**src/dtc_pkg.sv**
```systemverilog
/*
 * dtc_pkg: shared constants and types for the converter trim and calibration
 * clock register bank (register indices, field positions, reset values, codes).
 * Assumes byte address = 4 * register index on a 32-bit AXI4-Lite bus.
 */
package dtc_pkg;

   // register indices, byte address is four times the index
   localparam logic [9:0] IDX_PAGE      = 10'h008;
   localparam logic [9:0] IDX_CAL_STAT  = 10'h052;
   localparam logic [9:0] IDX_FSC_LOW   = 10'h059;
   localparam logic [9:0] IDX_FSC_HIGH  = 10'h05a;
   localparam logic [9:0] IDX_CAL_TUNE  = 10'h061;
   localparam logic [9:0] IDX_CLK_GATE  = 10'h081;
   localparam logic [9:0] IDX_RING_OSC  = 10'h083;
   localparam logic [9:0] IDX_SYSREF    = 10'h084;

   // field positions
   localparam int POS_TUNE_A     = 6;
   localparam int POS_TUNE_B     = 5;
   localparam int POS_TUNE_C     = 3;
   localparam int POS_RO_CTRL    = 7;
   localparam int POS_COUPLING   = 6;
   localparam int POS_CAL_DONE   = 0;

   // reset values
   localparam logic [1:0] RST_PAGE       = 2'h3;
   localparam logic [5:0] RST_FSC_LOW_RS = 6'h0a;
   localparam logic [1:0] RST_FSC_LOW    = 2'h0;
   localparam logic [7:0] RST_FSC_HIGH   = 8'h28;
   localparam logic [7:0] RST_CAL_TUNE   = 8'h60;
   localparam logic [7:0] RST_CLK_GATE   = 8'h00;
   localparam logic [1:0] RST_RO_DIV     = 2'h2;
   localparam logic [7:0] RST_SYSREF     = 8'h00;

   // full-scale current in units of 1/1024 mA: 16 mA base, 25/1024 mA per code
   localparam logic [15:0] FSC_BASE_Q1024 = 16'h4000;
   localparam logic [5:0]  FSC_STEP_Q1024 = 6'h19;

   // ring oscillator divide ratio is 8 shifted left by the code
   localparam logic [6:0] RO_DIV_BASE = 7'h08;

   // axi responses
   localparam logic [1:0] RESP_OKAY   = 2'h0;
   localparam logic [1:0] RESP_SLVERR = 2'h2;

   typedef struct packed {
      logic [9:0]  code;      // full-scale code
      logic [15:0] current;   // full-scale current, 1/1024 mA units
   } dtc_dac_ctrl_t;

endpackage : dtc_pkg

```
**src/dtc_regs.sv**
```systemverilog
/*
 * dtc_regs: AXI4-Lite register bank for full-scale current trim (paged per
 * converter), calibration tuning bits, calibration clock gating, ring
 * oscillator divider and sysref coupling select.
 * Assumes cal_done_in comes from the calibration engine on ref_clk_in.
 */
// Implementation choice: the AXI4-Lite slave port.
// Contract
// RL1: full-scale code is 10 bits, low two in low register, upper eight in high.
// RL2: full-scale code is paged by converter page select register.
// RL3: full-scale current equals 16 mA plus code times 25/1024 mA.
// RL4: software writes ones to tuning bits 6, 5, 3; bit 3 resets cleared.
// RL5: after calibration completes software sets clock-off bit; device stops that clock.
// RL6: divider codes 00..11 select 8, 16, 32, 64; reset code is 2.
// RL7: sysref coupling bit 6: zero AC, one DC; resets cleared.
// RL8: calibration status bit 0 reads one when paged converter finished calibration.
// RL9: software writes nothing in calibration range while calibration is active.
// RL10: reserved writes do nothing functional; read-only reserved bits read zero.
`timescale 1ns/1ps
module dtc_regs #(
   parameter int ADDR_W = 12
) (
   input  wire logic                  ref_clk_in,
   input  wire logic                  rst_in,
   input  wire logic [ADDR_W-1:0]     s_axi_awaddr_in,
   input  wire logic                  s_axi_awvalid_in,
   output logic                       s_axi_awready_out,
   input  wire logic [31:0]           s_axi_wdata_in,
   input  wire logic [3:0]            s_axi_wstrb_in,
   input  wire logic                  s_axi_wvalid_in,
   output logic                       s_axi_wready_out,
   output logic [1:0]                 s_axi_bresp_out,
   output logic                       s_axi_bvalid_out,
   input  wire logic                  s_axi_bready_in,
   input  wire logic [ADDR_W-1:0]     s_axi_araddr_in,
   input  wire logic                  s_axi_arvalid_in,
   output logic                       s_axi_arready_out,
   output logic [31:0]                s_axi_rdata_out,
   output logic [1:0]                 s_axi_rresp_out,
   output logic                       s_axi_rvalid_out,
   input  wire logic                  s_axi_rready_in,
   input  wire logic [1:0]            cal_done_in,
   output dtc_pkg::dtc_dac_ctrl_t [1:0] dac_ctrl_out,
   output logic [1:0]                 cal_clk_off_out,
   output logic [2:0]                 cal_tune_out,
   output logic [6:0]                 ring_osc_div_ratio_out,
   output logic                       ring_osc_control_bit_out,
   output logic                       sysref_dc_couple_out
);

   // index decode needs ten index bits above the byte offset
   if (ADDR_W < 12)
   begin : g_chk
      $error("dtc_regs: ADDR_W must be at least 12");
   end

   // ---------------- write channel holding ----------------
   logic              aw_full_q;
   logic              w_full_q;
   logic [9:0]        aw_idx_q;
   logic [7:0]        w_byte_q;
   logic              w_lane0_q;
   logic              aw_rdy_q;
   logic              w_rdy_q;
   logic              bvalid_q;
   logic [1:0]        bresp_q;
   logic              aw_full_d;
   logic              w_full_d;
   logic              bvalid_d;

   wire aw_take = s_axi_awvalid_in & aw_rdy_q;
   wire w_take  = s_axi_wvalid_in & w_rdy_q;
   wire wr_go   = aw_full_q & w_full_q & ~bvalid_q;
   wire b_done  = bvalid_q & s_axi_bready_in;

   // per-index write strobes; only byte lane 0 carries register data
   wire wr_en       = wr_go & w_lane0_q;
   wire wr_page     = wr_en & (aw_idx_q == dtc_pkg::IDX_PAGE);
   wire wr_fsc_low  = wr_en & (aw_idx_q == dtc_pkg::IDX_FSC_LOW);
   wire wr_fsc_high = wr_en & (aw_idx_q == dtc_pkg::IDX_FSC_HIGH);
   wire wr_tune     = wr_en & (aw_idx_q == dtc_pkg::IDX_CAL_TUNE);
   wire wr_clk      = wr_en & (aw_idx_q == dtc_pkg::IDX_CLK_GATE);
   wire wr_ro       = wr_en & (aw_idx_q == dtc_pkg::IDX_RING_OSC);
   wire wr_sys      = wr_en & (aw_idx_q == dtc_pkg::IDX_SYSREF);

   // status is read-only, a write there is accepted and ignored
   wire wr_mapped = (aw_idx_q == dtc_pkg::IDX_PAGE)     | (aw_idx_q == dtc_pkg::IDX_CAL_STAT) |
                    (aw_idx_q == dtc_pkg::IDX_FSC_LOW)  | (aw_idx_q == dtc_pkg::IDX_FSC_HIGH) |
                    (aw_idx_q == dtc_pkg::IDX_CAL_TUNE) | (aw_idx_q == dtc_pkg::IDX_CLK_GATE) |
                    (aw_idx_q == dtc_pkg::IDX_RING_OSC) | (aw_idx_q == dtc_pkg::IDX_SYSREF);

   // next state of the write handshake; ready drops while a word is held
   always_comb
   begin
      aw_full_d = (aw_full_q | aw_take) & ~wr_go;
      w_full_d  = (w_full_q | w_take) & ~wr_go;
      bvalid_d  = (bvalid_q & ~b_done) | wr_go;
   end

   always_ff @(posedge ref_clk_in)
   begin
      if (rst_in)
      begin
         aw_full_q <= 1'b0;
         w_full_q  <= 1'b0;
         aw_rdy_q  <= 1'b0;
         w_rdy_q   <= 1'b0;
         bvalid_q  <= 1'b0;
         bresp_q   <= dtc_pkg::RESP_OKAY;
         aw_idx_q  <= 10'h000;
         w_byte_q  <= 8'h00;
         w_lane0_q <= 1'b0;
      end
      else
      begin
         aw_full_q <= aw_full_d;
         w_full_q  <= w_full_d;
         aw_rdy_q  <= ~aw_full_d & ~bvalid_d;
         w_rdy_q   <= ~w_full_d & ~bvalid_d;
         bvalid_q  <= bvalid_d;
         if (wr_go)
            bresp_q <= wr_mapped ? dtc_pkg::RESP_OKAY : dtc_pkg::RESP_SLVERR;
         if (aw_take)
            aw_idx_q <= s_axi_awaddr_in[11:2];
         if (w_take)
         begin
            w_byte_q  <= s_axi_wdata_in[7:0];
            w_lane0_q <= s_axi_wstrb_in[0];
         end
      end
   end

   // ---------------- register storage ----------------
   logic [1:0]  page_q;          // one bit per converter, both may be selected
   logic [5:0]  fsc_low_rsvd_q;  // reserved storage, no functional effect
   logic [7:0]  tune_q;
   logic [7:0]  clk_gate_q;
   logic        ro_ctrl_q;
   logic [1:0]  ro_div_q;
   logic [7:0]  sysref_q;
   logic [9:0]  fsc_code_q [2];

   always_ff @(posedge ref_clk_in)
   begin
      if (rst_in)
      begin
         page_q         <= dtc_pkg::RST_PAGE;
         fsc_low_rsvd_q <= dtc_pkg::RST_FSC_LOW_RS;
         tune_q         <= dtc_pkg::RST_CAL_TUNE;           // [RL4]
         clk_gate_q     <= dtc_pkg::RST_CLK_GATE;
         ro_ctrl_q      <= 1'b0;
         ro_div_q       <= dtc_pkg::RST_RO_DIV;             // [RL6]
         sysref_q       <= dtc_pkg::RST_SYSREF;             // [RL7]
      end
      else
      begin
         if (wr_page)
            page_q <= w_byte_q[1:0];                        // [RL2]
         if (wr_fsc_low)
            fsc_low_rsvd_q <= w_byte_q[7:2];                // [RL10]
         if (wr_tune)
            tune_q <= w_byte_q;
         if (wr_clk)
            clk_gate_q <= w_byte_q;                         // [RL5]
         if (wr_ro)
         begin
            ro_ctrl_q <= w_byte_q[dtc_pkg::POS_RO_CTRL];
            ro_div_q  <= w_byte_q[1:0];                     // bits 6:2 are read-only [RL10]
         end
         if (wr_sys)
            sysref_q <= w_byte_q;
      end
   end

   // one copy of the full-scale code per converter, written when its page bit is set
   for (genvar g = 0; g < 2; g++)
   begin : g_dac
      always_ff @(posedge ref_clk_in)
      begin
         if (rst_in)
            fsc_code_q[g] <= {dtc_pkg::RST_FSC_HIGH, dtc_pkg::RST_FSC_LOW};
         else if (wr_fsc_low & page_q[g])
            fsc_code_q[g][1:0] <= w_byte_q[1:0];           // [RL1] [RL2]
         else if (wr_fsc_high & page_q[g])
            fsc_code_q[g][9:2] <= w_byte_q;                 // [RL1] [RL2]
      end

      // code and current both follow the stored code one cycle later; the multiply is small and constant
      always_ff @(posedge ref_clk_in)
      begin
         if (rst_in)
            dac_ctrl_out[g] <= '0;
         else
         begin
            dac_ctrl_out[g].code    <= fsc_code_q[g];
            dac_ctrl_out[g].current <= dtc_pkg::FSC_BASE_Q1024
                                       + 16'(fsc_code_q[g] * dtc_pkg::FSC_STEP_Q1024); // [RL3]
         end
      end
   end

   // ---------------- read path ----------------
   logic        ar_rdy_q;
   logic        rvalid_q;
   logic [7:0]  rdata_q;
   logic [1:0]  rresp_q;

   wire [9:0] rd_idx  = s_axi_araddr_in[11:2];
   wire       ar_take = s_axi_arvalid_in & ar_rdy_q;
   wire       r_done  = rvalid_q & s_axi_rready_in;

   // reads of a paged field return the lowest selected converter
   wire       rd_sel  = ~page_q[0];
   wire [9:0] rd_code = fsc_code_q[rd_sel];
   wire       rd_done = cal_done_in[rd_sel];

   wire hit_page = (rd_idx == dtc_pkg::IDX_PAGE);
   wire hit_stat = (rd_idx == dtc_pkg::IDX_CAL_STAT);
   wire hit_flo  = (rd_idx == dtc_pkg::IDX_FSC_LOW);
   wire hit_fhi  = (rd_idx == dtc_pkg::IDX_FSC_HIGH);
   wire hit_tune = (rd_idx == dtc_pkg::IDX_CAL_TUNE);
   wire hit_clk  = (rd_idx == dtc_pkg::IDX_CLK_GATE);
   wire hit_ro   = (rd_idx == dtc_pkg::IDX_RING_OSC);
   wire hit_sys  = (rd_idx == dtc_pkg::IDX_SYSREF);
   wire rd_hit   = hit_page | hit_stat | hit_flo | hit_fhi | hit_tune | hit_clk | hit_ro | hit_sys;

   // read mux; unmapped indices read zero
   wire [7:0] rd_byte =
      ({8{hit_page}} & {6'h00, page_q}) |
      ({8{hit_stat}} & (8'(rd_done) << dtc_pkg::POS_CAL_DONE)) |   // [RL8]
      ({8{hit_flo}}  & {fsc_low_rsvd_q, rd_code[1:0]}) |
      ({8{hit_fhi}}  & rd_code[9:2]) |
      ({8{hit_tune}} & tune_q) |
      ({8{hit_clk}}  & clk_gate_q) |
      ({8{hit_ro}}   & {ro_ctrl_q, 5'h00, ro_div_q}) |            // [RL10]
      ({8{hit_sys}}  & sysref_q);

   always_ff @(posedge ref_clk_in)
   begin
      if (rst_in)
      begin
         ar_rdy_q <= 1'b0;
         rvalid_q <= 1'b0;
         rdata_q  <= 8'h00;
         rresp_q  <= dtc_pkg::RESP_OKAY;
      end
      else if (ar_take)
      begin
         ar_rdy_q <= 1'b0;
         rvalid_q <= 1'b1;
         rdata_q  <= rd_byte;
         rresp_q  <= rd_hit ? dtc_pkg::RESP_OKAY : dtc_pkg::RESP_SLVERR;
      end
      else
      begin
         ar_rdy_q <= ~rvalid_q | r_done;
         rvalid_q <= rvalid_q & ~r_done;
      end
   end

   // ---------------- control outputs ----------------
   always_ff @(posedge ref_clk_in)
   begin
      if (rst_in)
      begin
         cal_clk_off_out          <= 2'h0;
         cal_tune_out             <= 3'h0;
         ring_osc_div_ratio_out   <= 7'h00;
         ring_osc_control_bit_out <= 1'b0;
         sysref_dc_couple_out     <= 1'b0;
      end
      else
      begin
         // the clock stops only on software request, the device never gates on done alone
         cal_clk_off_out          <= clk_gate_q[1:0];                              // [RL5]
         cal_tune_out             <= {tune_q[dtc_pkg::POS_TUNE_A], tune_q[dtc_pkg::POS_TUNE_B],
                                      tune_q[dtc_pkg::POS_TUNE_C]};
         ring_osc_div_ratio_out   <= dtc_pkg::RO_DIV_BASE << ro_div_q;             // [RL6]
         ring_osc_control_bit_out <= ro_ctrl_q;
         sysref_dc_couple_out     <= sysref_q[dtc_pkg::POS_COUPLING];             // [RL7]
      end
   end

   assign s_axi_awready_out = aw_rdy_q;
   assign s_axi_wready_out  = w_rdy_q;
   assign s_axi_bvalid_out  = bvalid_q;
   assign s_axi_bresp_out   = bresp_q;
   assign s_axi_arready_out = ar_rdy_q;
   assign s_axi_rvalid_out  = rvalid_q;
   assign s_axi_rresp_out   = rresp_q;
   assign s_axi_rdata_out   = {24'h000000, rdata_q};

endmodule : dtc_regs

```
**config.mk**
```make
export PLATFORM = sky130hd
export DESIGN_NAME = dtc_regs
export DESIGN_NICKNAME = d
export VERILOG_FILES = /design/src/dtc_pkg.sv /design/src/dtc_regs.sv
export SDC_FILE = /design/constraint.sdc
export NUM_CORES = 1
export LEC_CHECK = 0
export ABC_AREA = 1
export BUFFER_PORTS_ARGS = -buffer_cell sky130_fd_sc_hd__buf_2
export CORE_UTILIZATION = 55
export CTS_CLUSTER_DIAMETER = 60
export DETAILED_ROUTE_END_ITERATION = 6
export GPL_TIMING_DRIVEN = 0
export HOLD_SLACK_MARGIN = 0.08
export MAX_ROUTING_LAYER = met4
export PLACE_DENSITY = 0.83
export SLEW_MARGIN = 20
export SYNTH_ARGS = -nofsm -noshare
export SYNTH_HDL_FRONTEND = slang
export SYNTH_SLANG_ARGS = --single-unit
```
**constraint.sdc**
```tcl
create_clock -name ref_clk_in -period 3.8 [get_ports ref_clk_in]
set_clock_uncertainty 0.05 [all_clocks]
set_input_delay 0 -clock ref_clk_in [delete_from_list [all_inputs] [get_ports ref_clk_in]]
set_output_delay 0 -clock ref_clk_in [all_outputs]
set_load 0.02 [all_outputs]
```
---- After elaboration in Yosys (flattened, before gate mapping) ----
Memories as Yosys holds them, arrays and structs flattened.
Index checks and enable logic that the tools add are counted.
storage, ports and cells
  flip-flop bits (word level) ............. 139
  bits in writable memories ............... 20
  bits of input ports ..................... 69
  output and inout bits ................... 107
  word-level logic and storage cells ...... 149
  memories kept ........................... 1
memory list
  name        depth  width  read ports  clocked after Yosys merged registers in  write ports  line             text
  fsc_code_q  2      10     3           0                                        2            dtc_regs.sv:141  logic [9:0] fsc_code_q [2];
operators by class
  add/subtract/negate cells ............... 2
  $mul .................................... 2
  $lt $le $gt $ge ......................... 1
  equal/unequal tests ..................... 16
  shifts and indexed selects .............. 1
  mux-type cells .......................... 25
  bitwise operators ....................... 71
  reductions and logical operators ........ 1
operators by type and width
  kind                                                                           count
  10-bit by 7-bit equality test with 1-bit output (second input constant)        8
  10-bit by 8-bit equality test with 1-bit output (second input constant)        6
  8-bit OR                                                                       7
  8-bit bitwise AND                                                              6
  15-bit by 15-bit adder with 16-bit output (first input constant)               2
  10-bit by 5-bit multiplier with 15-bit output (second input constant)          2
  1-bit bitwise AND                                                              25
  1-bit OR                                                                       22
  10-bit by 4-bit equality test with 1-bit output (second input constant)        2
  1-bit two-way mux                                                              19
  8-bit two-way mux                                                              2
  1-bit NOT                                                                      9
  8-bit by 1-bit bitwise AND with 8-bit output                                   1
  8-bit by 2-bit bitwise AND with 8-bit output                                   1
  2-bit two-way mux                                                              4
  4-bit by 2-bit << shifter with 7-bit output (first input constant)             1
  1-bit by 2-bit less-than comparator with 1-bit output (second input constant)  1
  2-bit OR reduction                                                             1

---- Longest topological paths before layout ----
Gate-level depths: netlist of run 1.
  word-level depth ........................ 11
  mapped depth ............................ 13
  gate-level depth less buffers ........... 13

---- Least setup slack after synthesis of run 1 ----
Ideal clock, no wire load.
  path type ............................... register to register
  from .................................... memory fsc_code_q[1][1]
  to ...................................... register dac_ctrl_out[39] in the netlist's numbering
  library setup time ...................... 119 ps
  arrival time ............................ 2581 ps
  data required time ...................... 3631 ps
  slack ................................... 1050 ps
  stages on the path, launching flop included .. 12
  path buffers ............................ 0
  clock period less this slack ............ 2750 ps
  cells stage by stage .................... edfxtp_1 ha_1 fa_1 ha_1 ha_1 fa_1 nand3_1 nand2_1 nand4_1 nand2_1 o21ai_0 a21oi_1
RTL lines
  what         line             text
  from (decl)  dtc_regs.sv:141
  to (decl)    dtc_regs.sv:43   output dtc_pkg::dtc_dac_ctrl_t [1:0] dac_ctrl_out,

==> run_results.csv, run 1 <==
group,metric,value,unit
drt,wl_per_cell,14.78,um
drt,wirelength,19.85,mm
cells_and_area,fin_area,0.009608,mm2
drt,m1WireLength,8.418,mm
timing,period_needed,3150,ps
min_path,hold_class,"in -> reg",
timing,setup_viol,0,
cts,postCtsSetupBuffers,0,
global_routing,grt_max_degree,17,
floorplan,chipWidth,120.4,um
drt,dr_total_vias,6973,
pwr,p_leak,4.794,nW
floorplan,std_cell_rows,42,
drt,route.detailed.drc,0,
setup_path,crit_path_start_kind,"flop",
drt,met3RoutedLength,1.307,mm
cts,cts-root-buf,"clkbuf_16",
place,dpl_cell_area,0.008613,mm2
drt,vias_per_cell,5.192,
cells_and_area,final_nets,1304,
floorplan,ioPinCount,176,
setup_path,worstSetupPathType,"reg -> reg",
job,cap_violations,0,
drt,wl_met2,9.767,mm
global_routing,overflow,0,
cts,clock_path_buffers,2,
synthesis,yosysSeqAreaShare,41.01,%
global_routing,grt_pass1_vias,6524,
timing,slew-limit-headroom,44.11,%
drt,postRouteAntennaNets,0,
timing,fin_crit_sh,82.90,%
global_routing,grt_pass1_wl,31.94,mm
place,io_buffers,115,
pwr,p_per_area,416.4,mW/mm2
outcome,outcome,"complete, no violations",
timing,rsz0062_at_grt,"no",
synthesis,netlist_area,0.007712,mm2
cts,clock_sinks,148,
timing,fmax,317.4,MHz
cts,numCtsBuffers,17,
global_routing,grtUsageTotal,29.40,%
place,place_congestion,0.9421,
timing,setup_tns,0,ps
synthesis,postSynthCellCount,950,
cts,htree_levels,4,
floorplan,core,0.01345,mm2
floorplan,initial_utilization,57.33,%
synthesis,avgSynthCellArea,8.118,um2
timing,hold_viol_final,0,
setup_path,end_kind,"flop",
synthesis,synth_warnings,0,
cells_and_area,area_growth,24.58,%
global_routing,antenna_found_initial,0,
timing,worst_pin_slew,838.4,ps
place,dpl.hpwl,14.37,mm
cells_and_area,antenna_cells,0,
floorplan,die_area,0.01450,mm2
setup_path,required,4110,ps
cells_and_area,num-fill-cells,1070,
cts,clkTransAtPathRegs,60,ps
drt,top_layer_used,"met4",
drt,drtIter0Drc,607,
floorplan,die_h,120.4,um
drt,first_pass_iters,6,
pwr,ir_drop,0.3401,mV
timing,slew_viol_final,0,
cts,clock_latency,430,ps
setup_path,crit_arrival,3460,ps
synthesis,yosysUniqueCellTypes,40,
cells_and_area,drive_above_1_share,20.05,%
cts,cts_tree,"yes",
pwr,power,4.001,mW
synthesis,ys_seq_elements,148,
setup_path,cp_max_fo,5,
==> synthesized netlist by cell type <==
cell      instances  area share (%)
nor3_4            1            0.21
ha_1             69              11
edfxtp_1         20             7.8
buf_2             6            0.39
xnor2_1           1            0.11
a21o_1            1           0.097
nand2_8           1            0.26
buf_1             1           0.049
o21ai_0          88             5.7
nand3_1          43             2.8
inv_2            10            0.49
dfxtp_1         128              33
nand3_4           1            0.23
clkinv_1          2           0.097
nor3_2            3            0.39
o21ai_1          10            0.65
nand3_2           3            0.39
nand2_1         131             6.4
nor4_1            2            0.16
buf_4            36             3.5
nand4_1           6            0.49
nand4_2           2            0.32
fa_1             12             3.1
nand2_4           1            0.15
conb_1            1           0.049
nand2_2           4            0.32
inv_1           110             5.4
clkbuf_1         14            0.68
nor2_1          123             6.0
clkinv_4          1            0.11
nor3b_4           1            0.24
a21boi_0          2            0.19
nor3_1            9            0.58
nor2_2            8            0.65
nor2_8            1            0.26
o211ai_1          7            0.68
nor2_4            8             1.2
o21bai_1          2            0.19
a21oi_1          80             5.2
buf_6             1            0.15
==> power by group <==
group / internal (mW) / leakage (nW) / switching (mW)
clock: 0.923 / 0.283 / 0.708
sequential: 1.66 / 1.24 / 0.0435
combinational: 0.244 / 3.27 / 0.420
==> layer usage <==
layer | vias up | GRT usage, %
met5 | - | -
met4 | 0 | 10.34
met3 | 31 | 5.283
met2 | 302 | 49.35
met1 | 3187 | 35.52
li1 | 3453 | -
==> state kept, by name, summed over array words and instances, names as in the netlist, 2 cells and up <==
name	flops
clk_gate_q	8
cal_tune_out	3
dac_ctrl_out	46
cal_clk_off_out	2
tune_q	8
ring_osc_div_ratio_out	4
w_byte_q	8
fsc_low_rsvd_q	6
aw_idx_q	10
page_q	2
fsc_code_q	20
rdata_q	8
ro_div_q	2
sysref_q	8
==> layout make-up <==
class / count / area [um2] / area share (%)
Buffer: 58 / 367.9 / 3.829
Clock buffer: 18 / 429.2 / 4.467
Clock inverter: 14 / 145.1 / 1.511
Inverter: 123 / 466.7 / 4.857
Multi-Input combinational cell: 649 / 3820 / 39.76
Sequential cell: 148 / 3163 / 32.92
Tap cell: 176 / 220.2 / 2.292
Timing Repair Buffer: 157 / 996.0 / 10.37
==> kinds of logic (layout without fill, tap and decap cells) <==
group	after synthesis	after routing	share of synthesized area [%]
buffers and inverters	181	370	10.82
AND/OR/NAND/NOR	348	348	20.98
flip-flops	148	148	41.01
other	1	29	0.04862
adder cells (fa/ha/maj)	81	81	14.31
AO/OA/AOI/OAI	190	190	12.72
XOR/XNOR	1	1	0.1136
==> worst max-delay path: stages (launching register included) <==
cell and delay (ps):
edfxtp_1 490, ha_1 370, fa_1 490, ha_1 320
ha_1 340, nand2_1 90, o21ai_0 450, nand3_1 130
nand2_1 120, o21ai_0 90, a21oi_1 140
==> final timing paths <==
| kind | to | cells after the start | slack (ps) | startpoint |
|---|---|---|---|---|
| min | clk_gate_q[3]$_SDFFE_PP0P_ | 5 | 110 | rst_in |
| max | dac_ctrl_out[12]$_SDFF_PP0_ | 10 | 650 | fsc_code_q[0][3]$_SDFFCE_PN0P_ |
| max reg2reg | dac_ctrl_out[12]$_SDFF_PP0_ | 10 | 650 | fsc_code_q[0][3]$_SDFFCE_PN0P_ |
| min reg2reg | sysref_q[4]$_SDFFE_PP0P_ | 2 | 410 | sysref_q[4]$_SDFFE_PP0P_ |
==> layout by cell type (no fill, tap or decap), types with 6 or more instances in the layout <==
cell type	n
nand2_1	131
dfxtp_1	128
nor2_1	123
buf_2	121
inv_1	110
o21ai_0	88
a21oi_1	80
ha_1	69
nand3_1	43
dlygate4sd3_1	42
buf_4	36
conb_1	29
edfxtp_1	20
clkbuf_16	17
clkbuf_1	15
fa_1	12
inv_2	10
o21ai_1	10
nor3_1	9
nor2_2	8
nor2_4	8
o211ai_1	7
nand4_1	6
==> metrics by stage <==
| step | cells | setup WS, ps | hold WS, ps | util (%) |
|---|---|---|---|---|
| 3_3_place_gp | 1269 | 811.9 | 202.0 | 64.03 |
| 3_5_place_dp | 1269 | 779.7 | 205.3 | 64.03 |
| 5_1_grt | 1343 | 561.1 | 155.4 | 71.42 |
| 6_report | 1343 | 649.8 | 108.3 | 71.42 |
| 4_1_cts | 1343 | 697.6 | 87.85 | 71.42 |
| 2_1_floorplan | 978 | 1050 | 116.7 | - |
==> timing repair <==
item,in CTS,in global routing
hold buffers,42,0
endpoints found under the hold margin,29,0
gates resized for setup,0,0
(Power assumes the default switching activity.)
==> run 2: changes to the inputs <==
- CORE_UTILIZATION: 55 -> 49
- PLACE_DENSITY: 0.83 -> 0.78
- clock period: 3.8 -> 2.8 ns (I/O delays scaled with it)
==> run 2 against run 1 <==
The flow now finishes with violations (negative setup slack). Clock power increased by 42%. Sequential cell count unchanged. Via count increased by 2.4%. Core utilization decreased by 3.8 points. Final area increased by 7.4%. Critical path type unchanged. Largest cell class unchanged.
==> run_results.csv, run 2 (synthesis gave the netlist of run 1 again) <==
group,metric,value,unit
timing,setup_viol,1,
min_path,whs_path_depth,4,
place,dpl.hpwl,14.38,mm
floorplan,initial_utilization,50.55,%
cells_and_area,fin_area,0.01032,mm2
cts,cts_tree,"yes",
cells_and_area,top_register,"dac_ctrl_out",
timing,rsz0062_at_grt,"yes",
setup_path,crit_arrival,3120,ps
cells_and_area,area_growth,33.79,%
min_path,hold_class,"in -> reg",
timing,hold_viol_final,0,
cells_and_area,final_common_cell,"nand2_1",
cts,htree_levels,4,
cells_and_area,layout_common_cells,"nand2_1, dfxtp_1, buf_2, nor2_1, inv_1",
setup_path,r2r-start,"fsc_code_q[0][1]$_SDFFCE_PN0P_",
floorplan,core,0.01526,mm2
setup_path,crit_path_start_kind,"flop",
min_path,worstHoldStart,"s_axi_awvalid_in",
floorplan,ioPinCount,176,
outcome,failed_checks,"negative setup slack",
min_path,min_to,"s_axi_awready_out$_SDFF_PP0_",
timing,period_needed,2810,ps
timing,fmax,355.9,MHz
setup_path,cpMaxStageDelayCell,"fa_1",
place,place_congestion,0.9323,
drt,wirelength,20.59,mm
timing,fin_crit_sh,100.3,%
setup_path,r2r-end,"dac_ctrl_out[11]$_SDFF_PP0_",
drt,dr_total_vias,7142,
setup_path,worstSetupPathType,"reg -> reg",
floorplan,die_area,0.01624,mm2
cts,clock_path_buffers,2,
setup_path,crit_family,"adder cells",
cts,numCtsBuffers,17,
setup_path,cp_max_fo,3,
drt,postRouteAntennaNets,0,
timing,hold_ws,113.8,ps
cts,clkTransAtPathRegs,70,ps
cts,clock_latency,440,ps
pwr,p_per_area,550.3,mW/mm2
setup_path,rrSetupSlack,-10,ps
place,dpl_worst_slack,-227.7,ps
setup_path,reg2regPathDepth,11,
drt,first_pass_iters,6,
timing,worst_pin_slew,897.3,ps
cells_and_area,num-fill-cells,1242,
cells_and_area,final_cells,1414,
global_routing,grt_pass1_vias,6472,
global_routing,overflow,0,
pwr,p_leak,4.980,nW
setup_path,crit_chain,"ha_1, fa_1, ha_4, ha_4, inv_4, fa_2, nor2_2, a21oi_2, o21bai_1, o21ai_1, a21oi_1",
global_routing,antenna_found_initial,0,
cts,cts-root-buf,"clkbuf_16",
pwr,ir_drop,0.4741,mV
job,cap_violations,0,
drt,vias_per_cell,5.051,
drt,wl_per_cell,14.56,um
setup_path,worst-path-buf-inv,1,
drt,drtIter0Drc,536,
pwr,power,5.678,mW
setup_path,max_stage_delay,490,ps
global_routing,grt_max_degree,17,
drt,route.detailed.drc,0,
outcome,outcome,"complete, but fails checks",
cells_and_area,reg_top3,"dac_ctrl_out x46, fsc_code_q x20, aw_idx_q x10",
timing,slew_viol_final,0,
cells_and_area,final_nets,1341,
setup_path,required,3110,ps
setup_path,cp_common_cell,"ha_4",
place,dp_cells,1304,
floorplan,std_cell_rows,45,
place,io_buffers,115,
timing,setup_slack,-9.724,ps
cts,clock_sinks,148,
floorplan,die_h,127.5,um
cells_and_area,drive_above_1_share,26.18,%
global_routing,grtUsageTotal,26.27,%
place,dpl_cell_area,0.008657,mm2
timing,slew-limit-headroom,40.18,%
floorplan,chipWidth,127.5,um
cells_and_area,largest_reg_flops,46,
setup_path,end_kind,"flop",
cells_and_area,antenna_cells,0,
global_routing,grt_pass1_wl,31.91,mm
## run 2: power breakdown
group          internal [mW]  total [mW]  switching [mW]
combinational          0.427        1.05           0.620
clock                   1.34        2.32           0.984
sequential              2.26        2.31          0.0544
total                   4.02        5.68            1.66
## run 2: layer usage
metal	vias up	share of wire (%)	track usage, %
li1	3523	-	-
met1	3260	41	31.89
met2	304	48	42.75
met3	55	7.6	5.528
met4	0	2.9	10.29
met5	-	0	-
## run 2: metrics by stage
step           TNS (ps)  utilization (%)
3_5_place_dp      -1760            56.74
3_3_place_gp      -1246            56.74
5_1_grt          -485.6            67.63
2_1_floorplan         0                -
6_report         -9.724            67.63
4_1_cts          -28.77            64.91
## run 2: repair_timing
action / 4_1_cts / 5_1_grt
hold buffers: 42 / 0
hold endpoints to repair: 28 / 0
endpoints found under the setup margin: 15 / 14
setup buffers: 19 / 19
gates resized for setup: 26 / 43
pin swaps: 16 / 22
## run 2: worst min-delay path, stage by stage
cell and delay [ps]:
buf_2 80, nand2_1 150, inv_1 220, nor4_1 90
## run 2: final cells by class
class                           instances  area [um2]  share of cell area, %
Sequential cell                       148        3163                  30.65
Multi-Input combinational cell        649        4178                  40.49
Clock buffer                           17       425.4                  4.123
Timing Repair Buffer                  194        1285                  12.45
Inverter                              123       469.2                  4.547
Clock inverter                         14       166.4                  1.613
Buffer                                 58       367.9                  3.565
Tap cell                              211       264.0                  2.559
## run 2: worst max-delay path by stage
stage	startpoint	end	slack [ps]	depth (start not counted)
6_report	fsc_code_q[0][1]$_SDFFCE_PN0P_	dac_ctrl_out[11]$_SDFF_PP0_	-10	11
5_1_grt	fsc_code_q[0][1]$_SDFFCE_PN0P_	dac_ctrl_out[13]$_SDFF_PP0_	-110	11
4_1_cts	fsc_code_q[0][2]$_SDFFCE_PN0P_	dac_ctrl_out[11]$_SDFF_PP0_	-30	11
3_5_place_dp	fsc_code_q[1][1]$_SDFFCE_PN0P_	dac_ctrl_out[39]$_SDFF_PP0_	-230	11
3_3_place_gp	fsc_code_q[1][1]$_SDFFCE_PN0P_	dac_ctrl_out[39]$_SDFF_PP0_	-230	11
2_1_floorplan	fsc_code_q[1][1]$_SDFFCE_PN0P_	dac_ctrl_out[39]$_SDFF_PP0_	50	11
==> run 3: changes to the inputs <==
- MAX_ROUTING_LAYER: met4 -> unset
==> run 3 against run 2 <==
The flow still finishes with violations (negative setup slack). First-iteration DRC count fell by 3.2%. Setup slack got worse by 26 ps. Routed wire length rose by 1.3%. Sequential power barely moved. Critical endpoint unchanged. Clock-buffer cell count did not move. Register-to-register slack got worse by 30 ps.
==> run_results.csv, run 3 (synthesis gave the netlist of run 1 again) <==
group,metric,value,unit
min_path,whs_path_depth,4,
drt,postRouteAntennaNets,0,
floorplan,std_cell_rows,45,
floorplan,ioPinCount,176,
drt,drtIter0Drc,519,
floorplan,initial_utilization,50.55,%
timing,fmax,352.6,MHz
drt,first_pass_iters,5,
timing,setup_tns,-50.01,ps
cts,cts-root-buf,"clkbuf_16",
place,io_buffers,115,
drt,dr_total_vias,7141,
timing,slew-limit-headroom,45.59,%
drt,wl_per_cell,14.81,um
pwr,power,5.645,mW
global_routing,antenna_found_initial,0,
cells_and_area,final_nets,1336,
cts,clkTransAtPathRegs,60,ps
timing,worst_pin_slew,816.1,ps
floorplan,die_h,127.5,um
global_routing,overflow,0,
timing,rsz0062_at_grt,"yes",
cells_and_area,fin_area,0.01017,mm2
place,dpl.hpwl,14.36,mm
global_routing,grtUsageTotal,24.82,%
drt,vias_per_cell,5.068,
place,dpl_worst_slack,-270.3,ps
drt,route.detailed.drc,0,
setup_path,cp_max_fo,3,
cells_and_area,area_growth,31.83,%
place,dpl_cell_area,0.008657,mm2
setup_path,crit_path_start_kind,"flop",
pwr,ir_drop,0.4412,mV
timing,slew_viol_final,0,
place,place_congestion,0.9121,
timing,fin_crit_sh,101.3,%
cts,clock_sinks,148,
outcome,failed_checks,"negative setup slack",
cells_and_area,largest_reg_flops,46,
timing,setup_slack,-36.13,ps
min_path,hold_class,"in -> reg",
setup_path,crit_arrival,3150,ps
pwr,p_per_area,555.2,mW/mm2
cts,htree_levels,4,
cells_and_area,layout_common_cells,"nand2_1, dfxtp_1, buf_2, nor2_1, inv_1",
setup_path,required,3110,ps
timing,setup_viol,2,
cells_and_area,antenna_cells,0,
cells_and_area,top_register,"dac_ctrl_out",
cts,numCtsBuffers,17,
setup_path,reg2regPathDepth,11,
cts,cts_tree,"yes",
floorplan,chipWidth,127.5,um
cts,clock_latency,430,ps
drt,wirelength,20.86,mm
timing,hold_viol_final,0,
cells_and_area,num-fill-cells,1241,
pwr,p_leak,4.973,nW
cells_and_area,drive_above_1_share,24.96,%
cts,clock_path_buffers,2,
setup_path,end_kind,"flop",
setup_path,worstSetupPathType,"reg -> reg",
floorplan,core,0.01526,mm2
outcome,outcome,"complete, but fails checks",
job,cap_violations,0,
floorplan,die_area,0.01624,mm2
cells_and_area,reg_top3,"dac_ctrl_out x46, fsc_code_q x20, aw_idx_q x10",
cells_and_area,final_common_cell,"nand2_1",
global_routing,grt_pass1_wl,31.03,mm
global_routing,grt_pass1_vias,6387,
timing,period_needed,2836,ps
global_routing,grt_max_degree,17,
==> run 3: changes by cell type in the layout (fill, tap and decap cells not counted), sizes merged <==
cell,before,now
buf,196,191
==> run 3: cell type report <==
| type | count | area (um2) | share of cell area [%] |
|---|---|---|---|
| flip-flops and latches | 148 | 3163 | 31.11 |
| clock buffers | 17 | 425.4 | 4.184 |
| well taps | 211 | 264.0 | 2.597 |
| inverters | 123 | 466.7 | 4.590 |
| repair buffers | 189 | 1247 | 12.27 |
| clock inverters | 14 | 166.4 | 1.637 |
| plain buffers | 58 | 367.9 | 3.618 |
| multi-input cells | 649 | 4066 | 39.99 |
==> run 3: critical path, cell delays in order, from the launching register on <==
cell	delay (ps)
edfxtp_1	440
ha_1	350
fa_1	490
ha_4	300
ha_4	130
inv_2	50
fa_2	370
nor2_2	140
a21oi_2	80
o21bai_1	170
o21ai_1	70
a21oi_1	130
==> run 3: report_power, final <==
part	internal, mW	leakage (nW)	switching, mW	total, mW
Sequential	2.26	1.24	0.0535	2.31
Combinational	0.406	3.44	0.619	1.02
Clock	1.34	0.288	0.973	2.31
Total	4.00	4.97	1.65	5.64
==> run 3: through the flow <==
step	utilization [%]	instances	hold WS, ps
after floorplan	-	978	116.7
after global placement	56.74	1304	200.8
after detailed placement	56.74	1304	219.5
after CTS	64.64	1392	82.75
after global routing	66.63	1409	155.5
final	66.63	1409	90.22
==> run 3: layer usage <==
metal  up-vias  share of wire (%)  track usage (%)
met3        49                7.2            4.899
met4         0                3.0            10.50
met5         -                  0                0
met1      3235                 41            31.28
met2       332                 49            41.43
li1       3525                  -                -
==> run 3: worst paths after layout <==
| check | startpoint | end | slack [ps] |
|---|---|---|---|
| hold reg to reg | sysref_q[4]$_SDFFE_PP0P_ | sysref_q[4]$_SDFFE_PP0P_ | 400 |
| setup reg to reg | fsc_code_q[0][1]$_SDFFCE_PN0P_ | dac_ctrl_out[11]$_SDFF_PP0_ | -40 |
| hold / removal | s_axi_awvalid_in | s_axi_awready_out$_SDFF_PP0_ | 90 |
| setup / recovery | fsc_code_q[0][1]$_SDFFCE_PN0P_ | dac_ctrl_out[11]$_SDFF_PP0_ | -40 |
==> run 3: timing repair <==
action	in CTS	in global routing
endpoints found under the setup margin	14	13
gates cloned	0	0
gates resized for setup	22	35
hold buffers	42	0
pin swaps	15	19
setup buffers	15	17
hold endpoints to repair	28	0
